## config.mk

```make
export PLATFORM = sky130hd
export DESIGN_NAME = ccl_pulse_cfg
export DESIGN_NICKNAME = d
export VERILOG_FILES = /design/src/ccl_pkg.sv /design/src/ccl_pulse_cfg.sv
export SDC_FILE = /design/constraint.sdc
export NUM_CORES = 1
export LEC_CHECK = 0
export BUFFER_PORTS_ARGS = -buffer_cell sky130_fd_sc_hd__buf_2
export CAP_MARGIN = 20
export CORE_UTILIZATION = 50
export DETAILED_ROUTE_END_ITERATION = 10
export GPL_TIMING_DRIVEN = 0
export PLACE_DENSITY = 0.78
export SYNTH_ARGS = -nofsm -noshare
export SYNTH_HDL_FRONTEND = slang
export SYNTH_SLANG_ARGS = --single-unit
```

## constraint.sdc

```tcl
create_clock -name core_clk -period 3.85 [get_ports core_clk]
set_input_delay 0.1925 -clock core_clk [delete_from_list [all_inputs] [get_ports core_clk]]
set_output_delay 0.1925 -clock core_clk [all_outputs]
set_load 0.005 [all_outputs]
```

## src/ccl_pkg.sv

```systemverilog
// constants for the contact cleaning pulse configuration block
// assumes a single 250 MHz core clock and an APB register port
package ccl_pkg;

  localparam int N_IN = 24;
  localparam int GRP_SIZE = 6;
  localparam int N_GRP = 4;
  localparam int REG_W = 24;
  localparam int ADDR_W = 12;
  localparam int DATA_W = 32;

  // register indices; byte address is four times the index
  localparam logic [7:0] IDX_TIMING = 8'h1F;
  localparam logic [7:0] IDX_ENABLE = 8'h20;
  localparam logic [7:0] IDX_STATUS = 8'h3F;
  localparam logic [11:0] ADDR_TIMING = {2'h0, IDX_TIMING, 2'h0};
  localparam logic [11:0] ADDR_ENABLE = {2'h0, IDX_ENABLE, 2'h0};
  localparam logic [11:0] ADDR_STATUS = {2'h0, IDX_STATUS, 2'h0};

  // timing register fields
  localparam int DUR_LSB = 4;
  localparam int DUR_W = 3;
  localparam int SEL_LSB = 0;
  localparam logic [23:0] TIMING_MASK = 24'h00007F;
  localparam logic [23:0] TIMING_RST = 24'h000000;
  localparam logic [23:0] ENABLE_RST = 24'h000000;

  // status register fields
  localparam int STAT_BUSY = 0;
  localparam int STAT_STEP_LSB = 4;
  localparam int STAT_DUR_LSB = 8;

  // one duration step is 64 us; cycles derived from the clock rate
  localparam int STEP_US = 64;
  localparam int CLK_MHZ = 250;
  localparam int STEP_CYCLES = STEP_US * CLK_MHZ;

  typedef enum logic [1:0] {
    ST_IDLE = 2'b01,
    ST_RUN = 2'b10
  } ccl_state_t;

endpackage

```

## src/ccl_pulse_cfg.sv

```systemverilog
// contact cleaning pulse configuration registers and pulse timer
// assumes an APB master on core_clk and a trigger from same-clock logic
`timescale 1ns/1ps

module ccl_pulse_cfg #(
  parameter int STEP_CYCLES = ccl_pkg::STEP_CYCLES
) (
  input wire logic core_clk,
  input wire logic rst,
  input wire logic psel,
  input wire logic penable,
  input wire logic pwrite,
  input wire logic [11:0] paddr,
  input wire logic [31:0] pwdata,
  output logic [31:0] prdata,
  output logic pready,
  output logic pslverr,
  input wire logic pulseTrigger,
  output logic [23:0] pulseDrive,
  output logic [23:0] pulseCurrentHigh,
  output logic pulseBusy
);

  localparam int TICK_W = $clog2(STEP_CYCLES + 1);
  localparam logic [TICK_W-1:0] TICK_LAST = TICK_W'(STEP_CYCLES - 1);

  logic [23:0] timingQ;
  logic [23:0] enableQ;
  logic [31:0] prdata_q;
  logic pready_q;
  logic pslverr_q;
  logic [23:0] drive_q;
  logic [23:0] curHigh_q;
  logic busy_q;
  ccl_pkg::ccl_state_t state_q;
  logic [TICK_W-1:0] tick_q;
  logic [2:0] step_q;
  logic [2:0] dur_q;

  logic access;
  logic wrDone;
  logic mapped;
  logic [31:0] rdData;
  logic stepEnd;
  logic lastStep;
  logic start;
  logic [23:0] curHigh_d;

  assign access = psel & penable;
  assign wrDone = access & pready_q & pwrite;
  assign mapped = (paddr == ccl_pkg::ADDR_TIMING) ||
                  (paddr == ccl_pkg::ADDR_ENABLE) ||
                  (paddr == ccl_pkg::ADDR_STATUS);

  // ---------------- APB slave ----------------
  // one wait state so that read data comes from a flip-flop
  always_ff @(posedge core_clk) begin
    if (rst) begin
      pready_q <= 1'b0;
    end else begin
      pready_q <= access & ~pready_q;
    end
  end

  always_comb begin
    rdData = 32'h00000000;
    unique case (paddr)
      ccl_pkg::ADDR_TIMING: begin
        // upper bits never stored, so they read back as zero
        rdData = {8'h00, timingQ & ccl_pkg::TIMING_MASK};
      end
      ccl_pkg::ADDR_ENABLE: begin
        rdData = {8'h00, enableQ};
      end
      ccl_pkg::ADDR_STATUS: begin
        rdData[ccl_pkg::STAT_BUSY] = busy_q;
        rdData[ccl_pkg::STAT_STEP_LSB +: 3] = step_q;
        rdData[ccl_pkg::STAT_DUR_LSB +: 3] = dur_q;
      end
      default: begin
        rdData = 32'h00000000;
      end
    endcase
  end

  always_ff @(posedge core_clk) begin
    if (rst) begin
      prdata_q <= 32'h00000000;
      pslverr_q <= 1'b0;
    end else if (access & ~pready_q) begin
      prdata_q <= pwrite ? 32'h00000000 : rdData;
      pslverr_q <= ~mapped;
    end else begin
      pslverr_q <= 1'b0;
    end
  end

  // ---------------- configuration registers ----------------
  always_ff @(posedge core_clk) begin
    if (rst) begin
      timingQ <= ccl_pkg::TIMING_RST;
    end else if (wrDone && paddr == ccl_pkg::ADDR_TIMING) begin
      timingQ <= pwdata[23:0] & ccl_pkg::TIMING_MASK;
    end
  end

  always_ff @(posedge core_clk) begin
    if (rst) begin
      enableQ <= ccl_pkg::ENABLE_RST;
    end else if (wrDone && paddr == ccl_pkg::ADDR_ENABLE) begin
      enableQ <= pwdata[23:0];
    end
  end

  // ---------------- pulse timer ----------------
  // a trigger while a pulse runs is ignored rather than queued
  assign start = (state_q == ccl_pkg::ST_IDLE) & pulseTrigger;
  assign stepEnd = (tick_q == TICK_LAST);
  assign lastStep = (step_q == dur_q);

  // each group of six inputs follows one select bit
  always_comb begin
    curHigh_d = 24'h000000;
    for (int i = 0; i < ccl_pkg::N_IN; i++) begin
      curHigh_d[i] = timingQ[ccl_pkg::SEL_LSB + i / ccl_pkg::GRP_SIZE];
    end
  end

  always_ff @(posedge core_clk) begin
    if (rst) begin
      state_q <= ccl_pkg::ST_IDLE;
    end else begin
      unique case (state_q)
        ccl_pkg::ST_IDLE: begin
          if (start) begin
            state_q <= ccl_pkg::ST_RUN;
          end
        end
        ccl_pkg::ST_RUN: begin
          if (stepEnd && lastStep) begin
            state_q <= ccl_pkg::ST_IDLE;
          end
        end
        default: begin
          state_q <= ccl_pkg::ST_IDLE;
        end
      endcase
    end
  end

  always_ff @(posedge core_clk) begin
    if (rst) begin
      tick_q <= '0;
      step_q <= 3'h0;
    end else if (start || state_q != ccl_pkg::ST_RUN) begin
      tick_q <= '0;
      step_q <= 3'h0;
    end else if (stepEnd) begin
      tick_q <= '0;
      step_q <= step_q + 3'h1;
    end else begin
      tick_q <= tick_q + TICK_W'(1);
    end
  end

  // settings are sampled once per pulse; later writes wait for the next
  always_ff @(posedge core_clk) begin
    if (rst) begin
      dur_q <= 3'h0;
      curHigh_q <= 24'h000000;
    end else if (start) begin
      dur_q <= timingQ[ccl_pkg::DUR_LSB +: ccl_pkg::DUR_W];
      curHigh_q <= curHigh_d;
    end
  end

  always_ff @(posedge core_clk) begin
    if (rst) begin
      drive_q <= 24'h000000;
      busy_q <= 1'b0;
    end else if (start) begin
      drive_q <= enableQ;
      busy_q <= 1'b1;
    end else if (state_q == ccl_pkg::ST_RUN && stepEnd && lastStep) begin
      drive_q <= 24'h000000;
      busy_q <= 1'b0;
    end
  end

  assign prdata = prdata_q;
  assign pready = pready_q;
  assign pslverr = pslverr_q;
  assign pulseDrive = drive_q;
  assign pulseCurrentHigh = curHigh_q;
  assign pulseBusy = busy_q;

  // ---------------- checks ----------------
  logic [19:0] runLen;
  logic [19:0] runWant;

  always_ff @(posedge core_clk) begin
    if (rst) begin
      runLen <= 20'h00000;
    end else if (busy_q) begin
      runLen <= runLen + 20'h00001;
    end else begin
      runLen <= 20'h00000;
    end
  end

  assign runWant = 20'((32'(dur_q) + 32'd1) * 32'(STEP_CYCLES));
endmodule // ccl_pulse_cfg

```

==> results_dict.tcl, run 1 <==
set metrics [dict create \
    crit_required_ps 4110 \
    crit_path_end_kind "register" \
    r2r_end "pulseDrive[6]$_SDFFE_PP0P_" \
    maxCapViolCount 0 \
    pin_count 133 \
    p_comb_frac 0.060 \
    cts_max_path_buffers 2 \
    die_area_um2 9480 \
    yosys_register_bits 108 \
    p_int_mw 1.42 \
    final_cells 704 \
    power_frac_seq 0.596 \
    cts_sinks 108 \
    grt_overflow_total 0 \
    start_util 0.519 \
    synth_edf_count 0 \
    syn-cell-area_um2 4550 \
    clk_latency_ps 370 \
    multi_input_area_um2 2080 \
    grt_pass1_vias 3481 \
    first_pass_iters 4 \
    p_switching_mw 0.463 \
    wl_per_cell_um 15.6 \
    critPathArrivalTime_ps 2180 \
    place_ws_ps 1950 \
    worst_pin_slew_ps 645 \
    synth_warnings 0 \
    reg2reg_setup_slack_ps 1930 \
    synthTopCellsByArea "dfxtp_1, mux2i_1, nand2b_1" \
    post_cts_buffers 0 \
    grt_pass1_wl_um 17600 \
    groute.usage.overall 0.234 \
    final_cell_area_um2 5470 \
    htreeDepth 3 \
    wl_um 11000 \
    cts-root-buf "clkbuf_8" \
    nets 643 \
    path_max_fanout 10 \
    fin_worst_skew_ps 16.4 \
    first_iter_violations 196 \
    clockPowerShare 0.345 \
    max_freq_mhz 522 \
    hold_viol 0 \
    power_switching_share 0.245 \
    synth_flop_cell "dfxtp_1" \
    dieHeight_um 97.4 \
    finalCritPeriodShare 0.498 \
    ant_nets 0 \
    drcViolationCount 0 \
    slew_violations 0 \
    holdPathEnd "enableQ[22]$_SDFFE_PP0P_" \
    place_area_um2 5280 \
    drt-vias-per-instance 5.22 \
    tns_ps 0 \
    yosysTopAreaCellShare 0.476 \
    min_period_ps 1920 \
    num_rows 34 \
    synth_cells 458 \
    place_inst 688 \
    vias 3674 \
    hold_depth 3 \
    seq_area_um2 2160 \
    p_leak_nw 2.39 \
    n_antenna_cell 0 \
    synth_top_area_cell "dfxtp_1" \
    grt_antenna_before_repair 0 \
    synth-async-reset-ratio 0 \
    cts_buffers 9 \
    synth_area_per_cell_um2 9.93 \
    slew_headroom 0.567 \
    power-per-cell-area_nw_per_um2 345 \
    layout-drive-gt1-share 0.305 \
    cts_tree "built" \
    start_kind "register" \
    r2r-start "tick_q[0]$_SDFF_PP0_" \
    dieWidth_um 97.4 \
    coreArea_um2 8760 \
    reg2regPathDepth 6 \
    fill_cells 740 \
    synth_cell_type_count 48 \
    gp_congestion 0.860 \
    clkSlewWorstSetupHoldPaths_ps 110 \
    cts_hold_buf 0 \
    finalCoreUtilization 0.624 \
    final_common_cell "buf_2" \
    power_mw 1.89 \
    ys_seq_area_frac 0.476 \
    rsz0062_at_grt "no" \
    setup_slack_ps 1930 \
    place_hpwl_um 8430 \
    finalSetupViolCount 0 \
    io_buffers 115 \
    syn2layout_area_growth_pct 20.3 \
    vdd_drop_max_v 0.000211 \
    hold_path_class "in2reg" \
    grt_max_degree 19 \
    holdWs_ps 71.3 \
    critPathKind "reg2reg" \
    status "completed" \
    final_cell_mix "buf_2, dfxtp_1, nand2b_1, nor2_1, mux2i_1" \
    cts_resized 0 \
    worstHoldStart "pwdata[22]" \
]
## sequential cells by signal (all words and copies together), names as in the netlist, 2 cells and up
name              cells
timingQ               7
step_q                3
enableQ              24
pulseDrive           24
pulseCurrentHigh      4
tick_q               14
prdata               24
dur_q                 3
state_q               2
## area by class of cell
type                       count  share of cell area
buffer                        50              0.0574
clock buffer                  10              0.0252
clock inverter                 6             0.00847
inverter                       5             0.00343
multi-input combinational    302               0.380
sequential                   108               0.395
tap                          108              0.0247
timing repair buffer         115               0.105
## synth_stat cells (3+ instances only)
cell type and instances:
nor3_1 7, nand2_1 19, nand2b_1 56, a31o_1 19, a221o_1 3, buf_2 5, inv_1 5, xor2_1 6
dfxtp_1 108, a22o_1 18, buf_4 28, nand3_1 11, clkbuf_1 14, a32o_1 3, and2_1 3, a21o_1 5
a31o_2 5, xnor2_1 9, a21oi_1 12, nor4_1 5, nor2_1 42, o2bb2ai_1 4, mux2i_1 35
## layer usage
| layer | wire [um] | global-route usage |
|---|---|---|
| met5 | 0 | 0 |
| met4 | 159 | 0.0735 |
| met3 | 659 | 0.0360 |
| met2 | 5050 | 0.371 |
| met1 | 5100 | 0.327 |
## how the worst max path moves through the flow
| stage | start | endpoint | slack (ps) | cells after the start |
|---|---|---|---|---|
| floorplan | tick_q[0]$_SDFF_PP0_ | pulseDrive[0]$_SDFFE_PP0P_ | 2250 | 6 |
| global placement | tick_q[0]$_SDFF_PP0_ | pulseDrive[5]$_SDFFE_PP0P_ | 2010 | 6 |
| finish | tick_q[0]$_SDFF_PP0_ | pulseDrive[6]$_SDFFE_PP0P_ | 1930 | 6 |
| global route | tick_q[0]$_SDFF_PP0_ | pulseDrive[9]$_SDFFE_PP0P_ | 1780 | 6 |
| detailed placement | tick_q[0]$_SDFF_PP0_ | pulseDrive[0]$_SDFFE_PP0P_ | 1950 | 6 |
| CTS | tick_q[0]$_SDFF_PP0_ | pulseDrive[0]$_SDFFE_PP0P_ | 1940 | 6 |
## power groups by stage
stage | clock (mW) | sequential [mW] | combinational [mW]
finish | 0.650 | 1.12 | 0.113
global route | 0.707 | 1.13 | 0.124
CTS | 0.659 | 1.12 | 0.113
detailed placement | 0 | 1.15 | 0.112
global placement | 0 | 1.15 | 0.110
floorplan | 0 | 1.15 | 0.0663
## critical path: stages (launching register included)
cell and delay (ps):
dfxtp_1 400, ha_1 250, nand2_1 170, nor2_2 280
a31oi_2 240, buf_2 240, a31o_1 230
## kinds of logic after synthesis
logic type,synth area share
compound gates,0.134
buf+inv,0.0732
mux,0.0771
simple gates,0.205
flops,0.476
xor+xnor,0.0289
other cells,0.000825
fa+ha+maj,0.00550
No activity file was read; power rests on OpenSTA's default activity.
==> inputs of run 2 (changes only) <==
--- a/config.mk
+++ b/config.mk
@@ -7,10 +7,10 @@
 export LEC_CHECK = 0
 export BUFFER_PORTS_ARGS = -buffer_cell sky130_fd_sc_hd__buf_2
 export CAP_MARGIN = 20
-export CORE_UTILIZATION = 50
+export CORE_UTILIZATION = 47
 export DETAILED_ROUTE_END_ITERATION = 10
 export GPL_TIMING_DRIVEN = 0
-export PLACE_DENSITY = 0.78
+export PLACE_DENSITY = 0.76
 export SYNTH_ARGS = -nofsm -noshare
 export SYNTH_HDL_FRONTEND = slang
 export SYNTH_SLANG_ARGS = --single-unit
==> constraint.sdc (replaced) <==
create_clock -name core_clk -period 1.6 [get_ports core_clk]
set_input_delay 0.08 -clock core_clk [delete_from_list [all_inputs] [get_ports core_clk]]
set_output_delay 0.08 -clock core_clk [all_outputs]
set_load 0.005 [all_outputs]
==> results_dict.tcl, run 2 (synthesized netlist as in run 1, its figures left out) <==
set metrics [dict create \
    met2_wirelength_um 5440 \
    place_ws_ps -266 \
    finalCritPeriodShare 0.984 \
    maxCapViolCount 0 \
    wl_per_cell_um 15.2 \
    gp_congestion 0.841 \
    vdd_drop_max_v 0.000569 \
    n_antenna_cell 0 \
    grt_overflow_total 0 \
    critPathKind "reg2reg" \
    coreArea_um2 9280 \
    p_int_mw 4.08 \
    nets 673 \
    power_mw 5.14 \
    htreeDepth 3 \
    dieHeight_um 100 \
    drt-vias-per-instance 5.13 \
    worstHoldStart "pwdata[8]" \
    groute.usage.overall 0.226 \
    final_cell_mix "buf_2, dfxtp_1, nand2b_1, nor2_1, buf_4" \
    final_cells 755 \
    cp-startpoint "pready$_SDFF_PP0_" \
    min_period_ps 1570 \
    fill_cells 769 \
    p_leak_nw 2.61 \
    start_util 0.490 \
    crit_path_end_kind "register" \
    worst_pin_slew_ps 668 \
    grt_pass1_wl_um 17600 \
    crit_required_ps 1840 \
    rsz0062_at_grt "yes" \
    wl_met3_um 520 \
    first_pass_iters 5 \
    place_inst 709 \
    num_rows 35 \
    clkSlewWorstSetupHoldPaths_ps 90 \
    grt_max_degree 17 \
    p_comb_frac 0.063 \
    dieWidth_um 100 \
    p_switching_mw 1.06 \
    cts-root-buf "clkbuf_8" \
    power_switching_share 0.206 \
    ant_nets 0 \
    dr.max_layer_used "met4" \
    slew_headroom 0.554 \
    final_common_cell "buf_2" \
    setup_slack_ps 25.7 \
    io_buffers 115 \
    drcViolationCount 0 \
    grt_antenna_before_repair 0 \
    max_freq_mhz 635 \
    tns_ps 0 \
    status "completed" \
    cts_max_path_buffers 2 \
    power-per-cell-area_nw_per_um2 856 \
    cts_tree "built" \
    vias 3871 \
    wirelength_met1_um 5290 \
    layout-drive-gt1-share 0.356 \
    finalSetupViolCount 0 \
    hold_path_class "in2reg" \
    cts_buffers 9 \
    cts_sinks 108 \
    start_kind "register" \
    place_hpwl_um 8340 \
    die_area_um2 10100 \
    fin_worst_skew_ps 7.32 \
    hold_viol 0 \
    r2r-start "pready$_SDFF_PP0_" \
    slew_violations 0 \
    power_frac_seq 0.526 \
    clk_latency_ps 350 \
    first_iter_violations 114 \
    path_max_fanout 7 \
    wl_um 11500 \
    pin_count 133 \
    finalCoreUtilization 0.646 \
    grt_pass1_vias 3634 \
    critPathArrivalTime_ps 1810 \
    syn2layout_area_growth_pct 32.0 \
    clockPowerShare 0.411 \
]
[run 2: cell types whose count changed in the layout (fill, tap and decap cells not counted), moves of 4 or more]
cell,delta
buf_4,+14
dlygate4sd3_1,+14
dfxtp_1,-8
buf_6,+6
dfxtp_2,+6
bufinv_16,+4
[run 2: per-stage QoR]
| step | hold WS, ps | area [um2] |
|---|---|---|
| 6_report | 13.9 | 6000 |
| 2_1_floorplan | 236 | 4570 |
| 3_5_place_dp | 351 | 5310 |
| 5_1_grt | 2.70 | 6000 |
| 3_3_place_gp | 343 | 5310 |
| 4_1_cts | 1.33 | 5840 |
[run 2: worst max-delay path: stages, from the launching register on]
cell      delay (ps)
dfxtp_2          360
and4bb_2         250
nand4b_1         260
nor2_4            90
buf_6            150
a221o_1          350
[run 2: power groups by stage]
stage	registers (mW)	clock network [mW]	logic, mW
after floorplan	2.76	0	0.160
after CTS	2.70	2.13	0.311
after global placement	2.77	0	0.267
final	2.70	2.11	0.324
after global routing	2.70	2.23	0.350
after detailed placement	2.77	0	0.273
[run 2: area by class of cell]
| type | instances | area (um2) | share of cell area |
|---|---|---|---|
| flip-flops and latches | 108 | 2180 | 0.363 |
| plain buffers | 50 | 345 | 0.0575 |
| repair buffers | 145 | 843 | 0.141 |
| well taps | 129 | 161 | 0.0269 |
| inverters | 5 | 18.8 | 0.00313 |
| clock inverters | 4 | 120 | 0.0200 |
| clock buffers | 12 | 145 | 0.0242 |
| multi-input cells | 302 | 2190 | 0.365 |
[run 2: path summary, 6_finish.rpt]
kind / to / slack [ps] / depth (start not counted)
min: enableQ[8]$_SDFFE_PP0P_ / 10 / 3
min reg2reg: tick_q[0]$_SDFF_PP0_ / 460 / 1
max: prdata[3]$_SDFFE_PP0P_ / 30 / 5
max reg2reg: prdata[3]$_SDFFE_PP0P_ / 30 / 5
[run 2: repair_timing]
item / 4_1_cts / 5_1_grt
gates resized for setup: 20 / 35
setup buffers: 7 / 7
endpoints found under the setup margin: 71 / 80
gates cloned: 0 / 2
hold buffers: 14 / 0
endpoints found under the hold margin: 14 / 0
pin swaps: 7 / 6
[run 2: layer usage]
layer / track usage / vias up
met4: 0.0858 / 0
met5: 0 / -
met3: 0.0299 / 16
met2: 0.380 / 126
met1: 0.296 / 1845
li1: - / 1884
==> inputs of run 3 (changes only) <==
--- a/config.mk
+++ b/config.mk
@@ -7,10 +7,10 @@
 export LEC_CHECK = 0
 export BUFFER_PORTS_ARGS = -buffer_cell sky130_fd_sc_hd__buf_2
 export CAP_MARGIN = 20
-export CORE_UTILIZATION = 47
+export CORE_UTILIZATION = 44
 export DETAILED_ROUTE_END_ITERATION = 10
 export GPL_TIMING_DRIVEN = 0
-export PLACE_DENSITY = 0.76
+export PLACE_DENSITY = 0.72
 export SYNTH_ARGS = -nofsm -noshare
 export SYNTH_HDL_FRONTEND = slang
 export SYNTH_SLANG_ARGS = --single-unit
==> results_dict.tcl, run 3 (synthesized netlist as in run 1, its figures left out) <==
set metrics [dict create \
    holdPathEnd "enableQ[4]$_SDFFE_PP0P_" \
    final_cell_area_um2 6010 \
    drcViolationCount 0 \
    final_cell_mix "buf_2, dfxtp_1, nand2b_1, nor2_1, buf_4" \
    critPathKind "reg2reg" \
    slew_headroom 0.602 \
    status "completed" \
    reg2reg_setup_slack_ps 30 \
    cts_buffers 9 \
    cts_tree "built" \
    maxCapViolCount 0 \
    finalSetupViolCount 0 \
    worstHoldStart "pwdata[4]" \
    grt_pass1_wl_um 18800 \
    max_freq_mhz 636 \
    cts_sinks 108 \
    place_hpwl_um 8340 \
    layout-drive-gt1-share 0.350 \
    syn2layout_area_growth_pct 32.2 \
    wl_per_cell_um 15.4 \
    crit_path_end_kind "register" \
    crit_required_ps 1870 \
    first_iter_violations 153 \
    p_leak_nw 2.60 \
    wl_um 11700 \
    place_inst 713 \
    die_area_um2 10700 \
    r2r-start "dur_q[0]$_SDFFE_PP0P_" \
    critPathArrivalTime_ps 1840 \
    grt_pass1_vias 3686 \
    n_antenna_cell 0 \
    finalCritPeriodShare 0.983 \
    fin_worst_skew_ps 11.9 \
    final_common_cell "buf_2" \
    clk_latency_ps 370 \
    dieHeight_um 104 \
    start_kind "register" \
    start_util 0.459 \
    power_mw 4.53 \
    drt-vias-per-instance 5.02 \
    nets 677 \
    io_buffers 115 \
    path_max_fanout 5 \
    hold_viol 0 \
    cts_max_path_buffers 2 \
    first_pass_iters 5 \
    groute.usage.overall 0.220 \
    dieWidth_um 104 \
    vdd_drop_max_v 0.000383 \
    gp_congestion 0.790 \
    slew_violations 0 \
    fill_cells 867 \
    hold_depth 3 \
    hold_path_class "in2reg" \
    grt_overflow_total 0 \
    worst_pin_slew_ps 595 \
    num_rows 36 \
    min_period_ps 1570 \
    final_cells 762 \
    coreArea_um2 9910 \
    rsz0062_at_grt "yes" \
    reg2regPathDepth 5 \
    clkSlewWorstSetupHoldPaths_ps 100 \
    holdWs_ps 21.6 \
    grt_antenna_before_repair 0 \
    place_area_um2 5320 \
    power-per-cell-area_nw_per_um2 754 \
    pin_count 133 \
    grt_max_degree 17 \
    tns_ps 0 \
    htreeDepth 3 \
    cts-root-buf "clkbuf_8" \
    ant_nets 0 \
    r2r_end "pulseDrive[16]$_SDFFE_PP0P_" \
    vias 3822 \
]
## run 3: cell types whose count changed in the layout (fill, tap and decap cells not counted), sizes merged
cell and change:
clkinv +1, bufinv -4, dlygate4sd3 +6, clkbuf +1
clkinvlp +2, buf -3
## run 3: routing by layer
layer | GRT usage | vias up | share of wire
li1 | - | 1895 | -
met5 | 0 | - | 0
met4 | 0.0755 | 0 | 0.019
met3 | 0.0447 | 20 | 0.058
met2 | 0.351 | 122 | 0.47
met1 | 0.297 | 1785 | 0.45
## run 3: critical path: stages (launching register included)
cell and delay, ps:
dfxtp_2 360, xor2_2 200, nor4_4 330, a31oi_4 190, buf_6 180, a31o_4 210
## run 3: where the power goes
| group | total [mW] | leakage, nW | switching (mW) | internal (mW) |
|---|---|---|---|---|
| logic | 0.343 | 1.64 | 0.186 | 0.157 |
| clock network | 1.49 | 0.0787 | 0.884 | 0.605 |
| registers | 2.70 | 0.876 | 0.00904 | 2.69 |
## run 3: area by class of cell
| type | count | area, um2 | share of cell area |
|---|---|---|---|
| Buffer | 49 | 338 | 0.0562 |
| Clock buffer | 12 | 145 | 0.0242 |
| Clock inverter | 3 | 23.8 | 0.00396 |
| Inverter | 5 | 18.8 | 0.00312 |
| Multi-Input combinational cell | 302 | 2240 | 0.373 |
| Sequential cell | 108 | 2180 | 0.362 |
| Tap cell | 133 | 166 | 0.0277 |
| Timing Repair Buffer | 150 | 900 | 0.150 |
## run 3: timing repair
item | CTS | global route
cloned | 0 | 2
setup endpoints to repair | 80 | 61
gates resized for setup | 22 | 36
setup buffers | 9 | 4
endpoints found under the hold margin | 19 | 1
pin swaps | 7 | 23
hold buffers | 19 | 1
## run 3: worst max-delay path by stage
stage / startpoint / endpoint / slack, ps / depth (start not counted)
finish: dur_q[0]$_SDFFE_PP0P_ / pulseDrive[16]$_SDFFE_PP0P_ / 30 / 5
global route: tick_q[8]$_SDFF_PP0_ / pulseDrive[16]$_SDFFE_PP0P_ / -20 / 5
CTS: dur_q[0]$_SDFFE_PP0P_ / pulseDrive[3]$_SDFFE_PP0P_ / 1 / 5
detailed placement: tick_q[0]$_SDFF_PP0_ / pulseDrive[3]$_SDFFE_PP0P_ / -260 / 6
global placement: tick_q[0]$_SDFF_PP0_ / pulseDrive[19]$_SDFFE_PP0P_ / -240 / 6
floorplan: tick_q[0]$_SDFF_PP0_ / pulseDrive[0]$_SDFFE_PP0P_ / 2 / 6
## run 3: metrics by stage
step                      worst slack (ps)   util
after detailed placement              -261  0.536
final                                 26.8  0.606
after global placement                -242  0.536
after floorplan                       1.59      -
after global routing                 -21.8  0.606
after CTS                             1.17  0.588
